--- src/acrs_pkg.sv ---
// package: register map, field layout and codes of the converter clock and reference select block
package acrs_pkg;
  // register byte offsets on the bus
  localparam logic [11:0] CLK_DIV_OFFSET = 12'h000;
  localparam logic [11:0] REF_SEL_OFFSET = 12'h004;
  localparam logic [11:0] PCH_SEL_OFFSET = 12'h008;
  localparam int ADDR_WIDTH = 12;
  // field positions and widths
  localparam int CLK_CODE_WIDTH = 6;
  localparam int CHAN_CODE_WIDTH = 6;
  localparam int NREF_BIT = 4;
  localparam int PREF_LSB = 0;
  localparam int PREF_WIDTH = 2;
  // reset values
  localparam logic [7:0] CLK_DIV_RESET = 8'h00;
  localparam logic [7:0] REF_SEL_RESET = 8'h00;
  localparam logic [7:0] PCH_SEL_RESET = 8'h00;
  // implemented bits of the reference register
  localparam logic [7:0] REF_SEL_MASK = 8'h13;
  // positive reference codes
  localparam logic [1:0] PREF_SUPPLY = 2'h0;
  localparam logic [1:0] PREF_RESERVED = 2'h1;
  localparam logic [1:0] PREF_PIN = 2'h2;
  localparam logic [1:0] PREF_FIXED = 2'h3;
  // internal channel codes at the top of the channel space
  localparam logic [5:0] CHAN_FIXED_REF = 6'h3f;
  localparam logic [5:0] CHAN_DAC = 6'h3e;
  localparam logic [5:0] CHAN_TEMP = 6'h3d;
  localparam logic [5:0] CHAN_GROUND = 6'h3c;
  localparam logic [5:0] CHAN_NONE = 6'h3b;
  // ahb transfer type codes
  localparam logic [1:0] HTRANS_NONSEQ = 2'h2;
  typedef enum logic [2:0] {
    ACRS_SRC_PIN, ACRS_SRC_NONE, ACRS_SRC_GROUND, ACRS_SRC_TEMP, ACRS_SRC_DAC, ACRS_SRC_FIXED
  } acrs_src_e;
endpackage

--- src/acrs_div_if.sv ---
// interface: divider code and conversion clock enable between top and divider
`timescale 1ns/1ps
`default_nettype none
interface acrs_div_if;
  logic [5:0] code;
  logic tick;
  logic level;
  modport ctrl (output code, input tick, input level);
  modport div (input code, output tick, output level);
endinterface
`default_nettype wire

--- src/acrs_clk_div.sv ---
// module: programmable divider making the conversion clock from the oscillator clock
`timescale 1ns/1ps
`default_nettype none
module acrs_clk_div (
  input wire logic sys_clk_i,
  input wire logic resetn_i,
  acrs_div_if.div div_if
);
  logic [5:0] cnt_q;
  logic level_q;
  logic tick_q;

  // half period count
  // each half period lasts code+1 oscillator cycles, so a full period is 2*(code+1)
  always_ff @(posedge sys_clk_i) begin
    if (!resetn_i) begin
      cnt_q <= 6'h00;
      level_q <= 1'b0;
      tick_q <= 1'b0;
    end else if (cnt_q >= div_if.code) begin
      cnt_q <= 6'h00;
      level_q <= ~level_q;
      tick_q <= ~level_q;
    end else begin
      cnt_q <= cnt_q + 6'h01;
      tick_q <= 1'b0;
    end
  end

  assign div_if.tick = tick_q;
  assign div_if.level = level_q;

  div_period_a: assert property (@(posedge sys_clk_i) disable iff (!resetn_i)
    (cnt_q == div_if.code) |=> (level_q != $past(level_q) && cnt_q == 6'h00))
    else $error("conversion clock half period wrong");
  div_hold_a: assert property (@(posedge sys_clk_i) disable iff (!resetn_i)
    (cnt_q < div_if.code) |=> $stable(level_q))
    else $error("conversion clock toggled early");
  div_max_a: assert property (@(posedge sys_clk_i) disable iff (!resetn_i)
    cnt_q <= div_if.code || $changed(div_if.code))
    else $error("divider counter out of range");
  div_tick_a: assert property (@(posedge sys_clk_i) disable iff (!resetn_i)
    tick_q |-> (level_q && !$past(level_q)))
    else $error("conversion tick not on rising clock");
  div_slow_c: cover property (@(posedge sys_clk_i) disable iff (!resetn_i) div_if.code == 6'h3f && tick_q);
endmodule
`default_nettype wire

--- src/acrs_top.sv ---
// module: ahb-lite register block for converter clock divider, reference and channel select
// Operation
// - the conversion clock is the oscillator clock divided by twice the sum of the divider code and one.
// - the negative reference bit at bit 4 picks the reference pin when one and analog ground when zero.
// - the two positive reference bits pick the fixed buffer (11), the pin (10) or the supply (00).
// - unimplemented reference bits 7-5 and 3-2 read as zero and ignore writes.
// - every select field clears to zero on any reset and stays readable and writable.
// - a six bit channel field in bits 5-0 picks the source of the positive converter input.
//
// The address map and the AHB-Lite register port were chosen for this implementation.
`timescale 1ns/1ps
`default_nettype none
module acrs_top (
  input wire logic sys_clk_i,
  input wire logic resetn_i,
  input wire logic hsel_i,
  input wire logic [31:0] haddr_i,
  input wire logic [1:0] htrans_i,
  input wire logic hwrite_i,
  input wire logic [2:0] hsize_i,
  input wire logic [31:0] hwdata_i,
  input wire logic hready_i,
  output logic [31:0] hrdata_o,
  output logic hreadyout_o,
  output logic hresp_o,
  output logic conv_clk_o,
  output logic conv_tick_o,
  output logic nref_pin_sel_o,
  output logic nref_ground_sel_o,
  output logic pref_supply_sel_o,
  output logic pref_pin_sel_o,
  output logic pref_fixed_sel_o,
  output logic pref_reserved_o,
  output logic [5:0] chan_pin_o,
  output logic chan_pin_en_o,
  output logic [2:0] chan_src_o
);
  logic [7:0] clk_div_q;
  logic [7:0] ref_sel_q;
  logic [7:0] pch_sel_q;
  logic wr_pend_q;
  logic [11:0] wr_addr_q;
  logic [31:0] rdata_q;
  logic addr_ok;
  logic [7:0] ref_sel_d;
  acrs_div_if div_bus ();

  // address phase accepted when selected, ready and a real transfer
  assign addr_ok = hsel_i && hready_i && (htrans_i == acrs_pkg::HTRANS_NONSEQ || htrans_i == 2'h3);

  // zero wait state slave with always OKAY answer
  assign hreadyout_o = 1'b1;
  assign hresp_o = 1'b0;
  assign hrdata_o = rdata_q;

  // capture a write address so data can be taken in the next cycle
  always_ff @(posedge sys_clk_i) begin
    if (!resetn_i) begin
      wr_pend_q <= 1'b0;
      wr_addr_q <= 12'h000;
    end else begin
      wr_pend_q <= addr_ok && hwrite_i;
      wr_addr_q <= haddr_i[11:0];
    end
  end

  assign ref_sel_d = hwdata_i[7:0] & acrs_pkg::REF_SEL_MASK;

  // registers clear then take writes
  // only the low byte lane matters; upper bits are not stored
  always_ff @(posedge sys_clk_i) begin
    if (!resetn_i) begin
      clk_div_q <= acrs_pkg::CLK_DIV_RESET;
      ref_sel_q <= acrs_pkg::REF_SEL_RESET;
      pch_sel_q <= acrs_pkg::PCH_SEL_RESET;
    end else if (wr_pend_q) begin
      case (wr_addr_q)
        acrs_pkg::CLK_DIV_OFFSET: begin
          clk_div_q <= {2'h0, hwdata_i[5:0]};
        end
        acrs_pkg::REF_SEL_OFFSET: begin
          ref_sel_q <= ref_sel_d;
        end
        acrs_pkg::PCH_SEL_OFFSET: begin
          pch_sel_q <= {2'h0, hwdata_i[5:0]};
        end
        default: begin
          clk_div_q <= clk_div_q;
        end
      endcase
    end
  end

  // read data registered at the address phase; unmapped reads give zero
  always_ff @(posedge sys_clk_i) begin
    if (!resetn_i) begin
      rdata_q <= 32'h0000_0000;
    end else if (addr_ok && !hwrite_i) begin
      case (haddr_i[11:0])
        acrs_pkg::CLK_DIV_OFFSET: begin
          rdata_q <= {24'h000000, clk_div_q};
        end
        acrs_pkg::REF_SEL_OFFSET: begin
          rdata_q <= {24'h000000, ref_sel_q};
        end
        acrs_pkg::PCH_SEL_OFFSET: begin
          rdata_q <= {24'h000000, pch_sel_q};
        end
        default: begin
          rdata_q <= 32'h0000_0000;
        end
      endcase
    end
  end

  // divider fed by the code field
  assign div_bus.code = clk_div_q[5:0];
  acrs_clk_div u_div (
    .sys_clk_i(sys_clk_i),
    .resetn_i(resetn_i),
    .div_if(div_bus)
  );
  assign conv_clk_o = div_bus.level;
  assign conv_tick_o = div_bus.tick;

  assign nref_pin_sel_o = ref_sel_q[acrs_pkg::NREF_BIT];
  assign nref_ground_sel_o = ~ref_sel_q[acrs_pkg::NREF_BIT];

  assign pref_supply_sel_o = ref_sel_q[1:0] == acrs_pkg::PREF_SUPPLY;
  assign pref_pin_sel_o = ref_sel_q[1:0] == acrs_pkg::PREF_PIN;
  assign pref_fixed_sel_o = ref_sel_q[1:0] == acrs_pkg::PREF_FIXED;
  assign pref_reserved_o = ref_sel_q[1:0] == acrs_pkg::PREF_RESERVED;

  // channel field drives the analog mux
  assign chan_pin_o = pch_sel_q[5:0];

  always_comb begin
    chan_src_o = acrs_pkg::ACRS_SRC_PIN;
    case (pch_sel_q[5:0])
      acrs_pkg::CHAN_FIXED_REF: chan_src_o = acrs_pkg::ACRS_SRC_FIXED;
      acrs_pkg::CHAN_DAC: chan_src_o = acrs_pkg::ACRS_SRC_DAC;
      acrs_pkg::CHAN_TEMP: chan_src_o = acrs_pkg::ACRS_SRC_TEMP;
      acrs_pkg::CHAN_GROUND: chan_src_o = acrs_pkg::ACRS_SRC_GROUND;
      acrs_pkg::CHAN_NONE: chan_src_o = acrs_pkg::ACRS_SRC_NONE;
      default: chan_src_o = acrs_pkg::ACRS_SRC_PIN;
    endcase
  end
  assign chan_pin_en_o = chan_src_o == acrs_pkg::ACRS_SRC_PIN;

  // write then read back of reference register shows only implemented bits
  ref_mask_a: assert property (@(posedge sys_clk_i) disable iff (!resetn_i)
    (ref_sel_q & ~acrs_pkg::REF_SEL_MASK) == 8'h00)
    else $error("unimplemented reference bits set");
  ref_write_a: assert property (@(posedge sys_clk_i) disable iff (!resetn_i)
    (wr_pend_q && wr_addr_q == acrs_pkg::REF_SEL_OFFSET) |=> ref_sel_q == (8'($past(hwdata_i)) & 8'h13))
    else $error("reference register write lost");
  clk_write_a: assert property (@(posedge sys_clk_i) disable iff (!resetn_i)
    (wr_pend_q && wr_addr_q == acrs_pkg::CLK_DIV_OFFSET) |=> clk_div_q == {2'h0, 6'($past(hwdata_i))})
    else $error("clock divider write lost");
  reset_clear_a: assert property (@(posedge sys_clk_i)
    !resetn_i |=> (clk_div_q == 8'h00 && ref_sel_q == 8'h00 && pch_sel_q == 8'h00))
    else $error("select fields not cleared by reset");
  nref_route_a: assert property (@(posedge sys_clk_i) disable iff (!resetn_i)
    nref_pin_sel_o != nref_ground_sel_o && nref_pin_sel_o == ref_sel_q[4])
    else $error("negative reference routing wrong");
  pref_onehot_a: assert property (@(posedge sys_clk_i) disable iff (!resetn_i)
    $onehot({pref_supply_sel_o, pref_pin_sel_o, pref_fixed_sel_o, pref_reserved_o}))
    else $error("positive reference select not one hot");
  chan_read_a: assert property (@(posedge sys_clk_i) disable iff (!resetn_i)
    (addr_ok && !hwrite_i && haddr_i[11:0] == acrs_pkg::PCH_SEL_OFFSET && !wr_pend_q)
      |=> hrdata_o == {26'h0, 6'($past(pch_sel_q))})
    else $error("channel readback wrong");
  chan_none_a: assert property (@(posedge sys_clk_i) disable iff (!resetn_i)
    (pch_sel_q[5:0] == 6'h3b) |-> (!chan_pin_en_o && chan_src_o == acrs_pkg::ACRS_SRC_NONE))
    else $error("unconnected channel code routes a pin");
  pref_fixed_c: cover property (@(posedge sys_clk_i) disable iff (!resetn_i) pref_fixed_sel_o && nref_pin_sel_o);
  chan_temp_c: cover property (@(posedge sys_clk_i) disable iff (!resetn_i) chan_src_o == acrs_pkg::ACRS_SRC_TEMP);
  read_ref_c: cover property (@(posedge sys_clk_i) disable iff (!resetn_i)
    addr_ok && !hwrite_i && haddr_i[11:0] == acrs_pkg::REF_SEL_OFFSET);
  write_chan_c: cover property (@(posedge sys_clk_i) disable iff (!resetn_i)
    wr_pend_q && wr_addr_q == acrs_pkg::PCH_SEL_OFFSET);

  // writes land only in the addressed register
  pch_write_a: assert property (@(posedge sys_clk_i) disable iff (!resetn_i)
    (wr_pend_q && wr_addr_q == acrs_pkg::PCH_SEL_OFFSET) |=> pch_sel_q == {2'h0, 6'($past(hwdata_i))})
    else $error("channel register write lost");
  stray_write_a: assert property (@(posedge sys_clk_i) disable iff (!resetn_i)
    (wr_pend_q && wr_addr_q != acrs_pkg::CLK_DIV_OFFSET && wr_addr_q != acrs_pkg::REF_SEL_OFFSET
      && wr_addr_q != acrs_pkg::PCH_SEL_OFFSET)
      |=> ($stable(clk_div_q) && $stable(ref_sel_q) && $stable(pch_sel_q)))
    else $error("unmapped write changed a register");
  // read data: upper lanes and unimplemented bits always zero
  read_high_a: assert property (@(posedge sys_clk_i) disable iff (!resetn_i)
    hrdata_o[31:8] == 24'h000000)
    else $error("read data above the byte lane not zero");
  ref_read_a: assert property (@(posedge sys_clk_i) disable iff (!resetn_i)
    (addr_ok && !hwrite_i && haddr_i[11:0] == acrs_pkg::REF_SEL_OFFSET)
      |=> hrdata_o == {24'h000000, $past(ref_sel_q) & 8'h13})
    else $error("reference readback wrong");
  clk_read_a: assert property (@(posedge sys_clk_i) disable iff (!resetn_i)
    (addr_ok && !hwrite_i && haddr_i[11:0] == acrs_pkg::CLK_DIV_OFFSET)
      |=> hrdata_o == {26'h0, 6'($past(clk_div_q))})
    else $error("clock divider readback wrong");
  // decodes follow the stored codes
  pref_decode_a: assert property (@(posedge sys_clk_i) disable iff (!resetn_i)
    pref_fixed_sel_o == (ref_sel_q[1:0] == 2'h3) && pref_pin_sel_o == (ref_sel_q[1:0] == 2'h2)
      && pref_supply_sel_o == (ref_sel_q[1:0] == 2'h0))
    else $error("positive reference decode wrong");
  chan_inner_a: assert property (@(posedge sys_clk_i) disable iff (!resetn_i)
    (pch_sel_q[5:0] > 6'h3b) |-> (!chan_pin_en_o && chan_src_o > 3'h1))
    else $error("internal channel code routes a pin");
  chan_pin_a: assert property (@(posedge sys_clk_i) disable iff (!resetn_i)
    (pch_sel_q[5:0] < 6'h3b) |-> (chan_pin_en_o && chan_src_o == 3'h0 && chan_pin_o == pch_sel_q[5:0]))
    else $error("external channel code not routed");
  // conversion clock outputs quiet in reset, tick one cycle wide
  conv_reset_a: assert property (@(posedge sys_clk_i)
    !resetn_i |=> (!conv_clk_o && !conv_tick_o && hrdata_o == 32'h0000_0000))
    else $error("outputs not cleared by reset");
  tick_pulse_a: assert property (@(posedge sys_clk_i) disable iff (!resetn_i)
    conv_tick_o |=> !conv_tick_o)
    else $error("conversion tick wider than one cycle");
endmodule
`default_nettype wire

--- config.mk ---
export PLATFORM = sky130hd
export DESIGN_NAME = acrs_top
export DESIGN_NICKNAME = d
export VERILOG_FILES = /design/src/acrs_pkg.sv /design/src/acrs_div_if.sv /design/src/acrs_clk_div.sv /design/src/acrs_top.sv
export SDC_FILE = /design/constraint.sdc
export NUM_CORES = 1
export LEC_CHECK = 0
export ABC_CLOCK_PERIOD_IN_PS = 1600
export BUFFER_PORTS_ARGS = -buffer_cell sky130_fd_sc_hd__buf_2
export CAP_MARGIN = 5
export CORE_MARGIN = 1
export CORE_UTILIZATION = 43
export CTS_CLUSTER_SIZE = 30
export DETAILED_ROUTE_END_ITERATION = 10
export PLACE_DENSITY = 0.82
export SLEW_MARGIN = 20
export SYNTH_ARGS = -nofsm -noshare
export SYNTH_HDL_FRONTEND = slang
export SYNTH_SLANG_ARGS = --single-unit
export TNS_END_PERCENT = 20
--- constraint.sdc ---
create_clock -name sys_clk_i -period 1.6 [get_ports sys_clk_i]
set_input_delay 0 -clock sys_clk_i [delete_from_list [all_inputs] [get_ports sys_clk_i]]
set_output_delay 0 -clock sys_clk_i [all_outputs]
set_load 0.02 [all_outputs]
==> reports/metrics.cfg <==
[outcome]
status=finished with violations
violations=DRC

[detailed_routing]
drcViolationCount=5
routed_wl_mm=4.252
wire_per_inst_um=12.92
vias=1582
ant_nets=0
vias_per_cell=4.809
drt_iter0_markers=120
firstDrtPassIters=9

[critical_path]
reg2reg_slack_ns=0.06
crit_path_max_fanout=5
crit_type=flop to flop
cp-startpoint=clk_div_q[3]
cp_data_required_time_ns=1.83
r2r_start=clk_div_q[3]
crit_path_start_kind=flop
critPathArrivalTime_ns=1.77
end_kind=flop

[place]
place_congestion=0.8256
io_buffers=47
hpwl_mm=3.048
postPlaceCellArea_um2=2236

[logic_synthesis]
ys_ff_latch=42
ys_seq_area_frac=0.4110
synth_top_family_by_area=simple AND/OR/NAND/NOR gates
synthMuxAreaShare=0.09297
synthXorXnorAreaFrac=0.01713
async_flop_share=0
synth_compound_area_frac=0.08318
postSynthCellCount=209
syn_area_per_cell_um2=9.788
synthFlopType=dfxtp_1
synth.distinct_cells=37
synth_adder_area_share=0.04281
synth_area_um2=2046
synth_enable_flop_cells=0
synthSimpleGateAreaFrac=0.2202
ys.warnings.count=0

[floorplanning]
die_height_um=70.98
dieArea_um2=5037
die_w_um=70.98
core_um2=4474
io_pins=126
fp-row-count=24
start_util=0.4572

[power_and_ir_drop]
power_density_nw_per_um2=771.2
pwr-share-comb=0.103
clock_power_share=0.354
pwr-share-seq=0.544
power.internal_uw=1486
leakage_uw=0.001258
peakVddDrop_v=0.0004354
switchingPower_uw=496.1
swShare=0.2503

[clock_tree]
cts_buffers=5
cts_root_buffer=clkbuf_8
clock_latency_ns=0.29
clk_pin_slew_ns=0.08
cts_setup_buffers=0
clockBufferDepth=2
numClockSinks=42
htreeDepth=2
cts_tree=yes

[sta]
finalHoldViolCount=0
rsz0062_at_grt=true
slew_viol_final=0
setup_violations=0
worst_clock_skew_ns=0.003010
fmaxAchievable_mhz=649.2
fin_tns_setup_ns=0
fin_crit_sh=0.9628
fin_crit_ns=1.540

[global_routing]
grt_max_degree=18
grt_antenna_before_repair=0
grt_pass1_vias=1383
overflow=0
grt_pass1_wl_mm=6.575
grt_use_total=0.1702

[run]
cap_violations=0

[layout]
finalInstanceArea_um2=2570
drive_gt1_frac=0.2924
fin_nets=357
antenna_cells=0
area_growth_pct=25.63

[min_path]
hold_start=hwdata_i[4]
hp-class=primary input to flop

## final cells by class
class	count	area (µm²)
flip-flops and latches	42	849.6
inverters	9	33.78
fillers	392	1904
clock inverters	2	12.51
well taps	52	65.06
repair buffers	66	417.9
multi-input cells	152	1109
clock buffers	6	82.58
## Yosys cell counts (all sizes together), types with 2 or more instances
cell type | n | share of area
a21oi | 2 | 0.0049
a22o | 6 | 0.026
and2 | 13 | 0.040
and3 | 5 | 0.015
buf | 30 | 0.11
clkbuf | 2 | 0.0037
conb | 2 | 0.0037
dfxtp | 42 | 0.41
ha | 7 | 0.043
inv | 9 | 0.017
mux2i | 19 | 0.093
nand2 | 10 | 0.018
nand3 | 2 | 0.0049
nand4b | 2 | 0.015
nor2 | 23 | 0.042
nor2b | 5 | 0.015
nor4 | 5 | 0.026
nor4b | 3 | 0.020
o21ai | 7 | 0.017
xnor2 | 2 | 0.0086
xor2 | 2 | 0.0086
## timing repair
item,in CTS,in global routing
endpoints found under the setup margin,3,17
resized for setup,3,14
hold buffers,16,0
endpoints found under the hold margin,23,0
pin swaps,4,10
## registers in the layout (all words and copies together), names as in the netlist
signal	flops
pch_sel_q	6
wr_addr_q	12
ref_sel_q	3
u_div.div_if.level	1
wr_pend_q	1
u_div.div_if.tick	1
u_div.cnt_q	6
hrdata_o	6
clk_div_q	6
## power groups by stage
stage / combinational [µW] / clock, µW / sequential (µW)
floorplan: 159 / 0 / 1110
global placement: 167 / 0 / 1100
detailed placement: 169 / 0 / 1100
CTS: 200 / 719 / 1080
global route: 219 / 758 / 1080
finish: 203 / 701 / 1080
## routing by layer
| metal | share of wire | global-route usage |
|---|---|---|
| met1 | 0.45 | 0.2114 |
| met2 | 0.51 | 0.2874 |
| met3 | 0.040 | 0.03846 |
| met4 | 0.0038 | 0.06667 |
| met5 | 0 | 0 |
## path summary, 6_finish.rpt
path / to / depth (start not counted)
worst max register to register: u_div.cnt_q[3] / 5
worst min register to register: u_div.cnt_q[0] / 1
worst min-delay path: ref_sel_q[4] / 3
worst max-delay path: u_div.cnt_q[3] / 5
## kinds of logic after synthesis
family	count (synthesis)
other	2
adder cells (fa/ha/maj)	7
multiplexers	19
flip-flops	42
AO/OA/AOI/OAI	21
XOR/XNOR	4
buffers and inverters	41
AND/OR/NAND/NOR	73
## critical path: stages (launching register included)
cell and delay, ns:
dfxtp_1 0.34, inv_1 0.06, ha_1 0.29, and3_4 0.18, a2111o_1 0.48, nor2_1 0.13
## metrics by stage
step	total power [µW]	instances	worst slack, ns	util	hold slack [ns]
floorplan	1265	235	0.1223	-	0.1217
global placement	1270	305	0.01156	0.4997	0.2203
detailed placement	1273	305	-0.0001539	0.4997	0.2229
CTS	1998	329	0.006405	0.5573	0.004435
global route	2058	329	-0.01736	0.5744	0.01942
finish	1982	329	0.05960	0.5744	0.02027
## cells in the final DEF, fill, tap and decap left out, drive strengths merged
| master | n |
|---|---|
| nand3 | 2 |
| dfxtp | 42 |
| and2 | 13 |
| a211oi | 1 |
| nor2b | 5 |
| clkinvlp | 1 |
| nor2 | 23 |
| clkbuf | 6 |
| xor2 | 2 |
| conb | 28 |
| mux2i | 19 |
| nand2 | 10 |
| nand2b | 1 |
| a22o | 6 |
| inv | 9 |
| a2111oi | 1 |
| a21oi | 2 |
| or3 | 1 |
| ha | 7 |
| a2111o | 1 |
| nand4 | 1 |
| nor4 | 5 |
| nand4b | 2 |
| buf | 50 |
| clkinv | 1 |
| dlygate4sd3 | 16 |
| xnor2 | 2 |
| o21ai | 7 |
| and3 | 5 |
| a21o | 1 |
| a41oi | 1 |
| o211a | 1 |
| and4b | 1 |
| nor4b | 3 |
| and3b | 1 |
(Power assumes the default switching activity.)
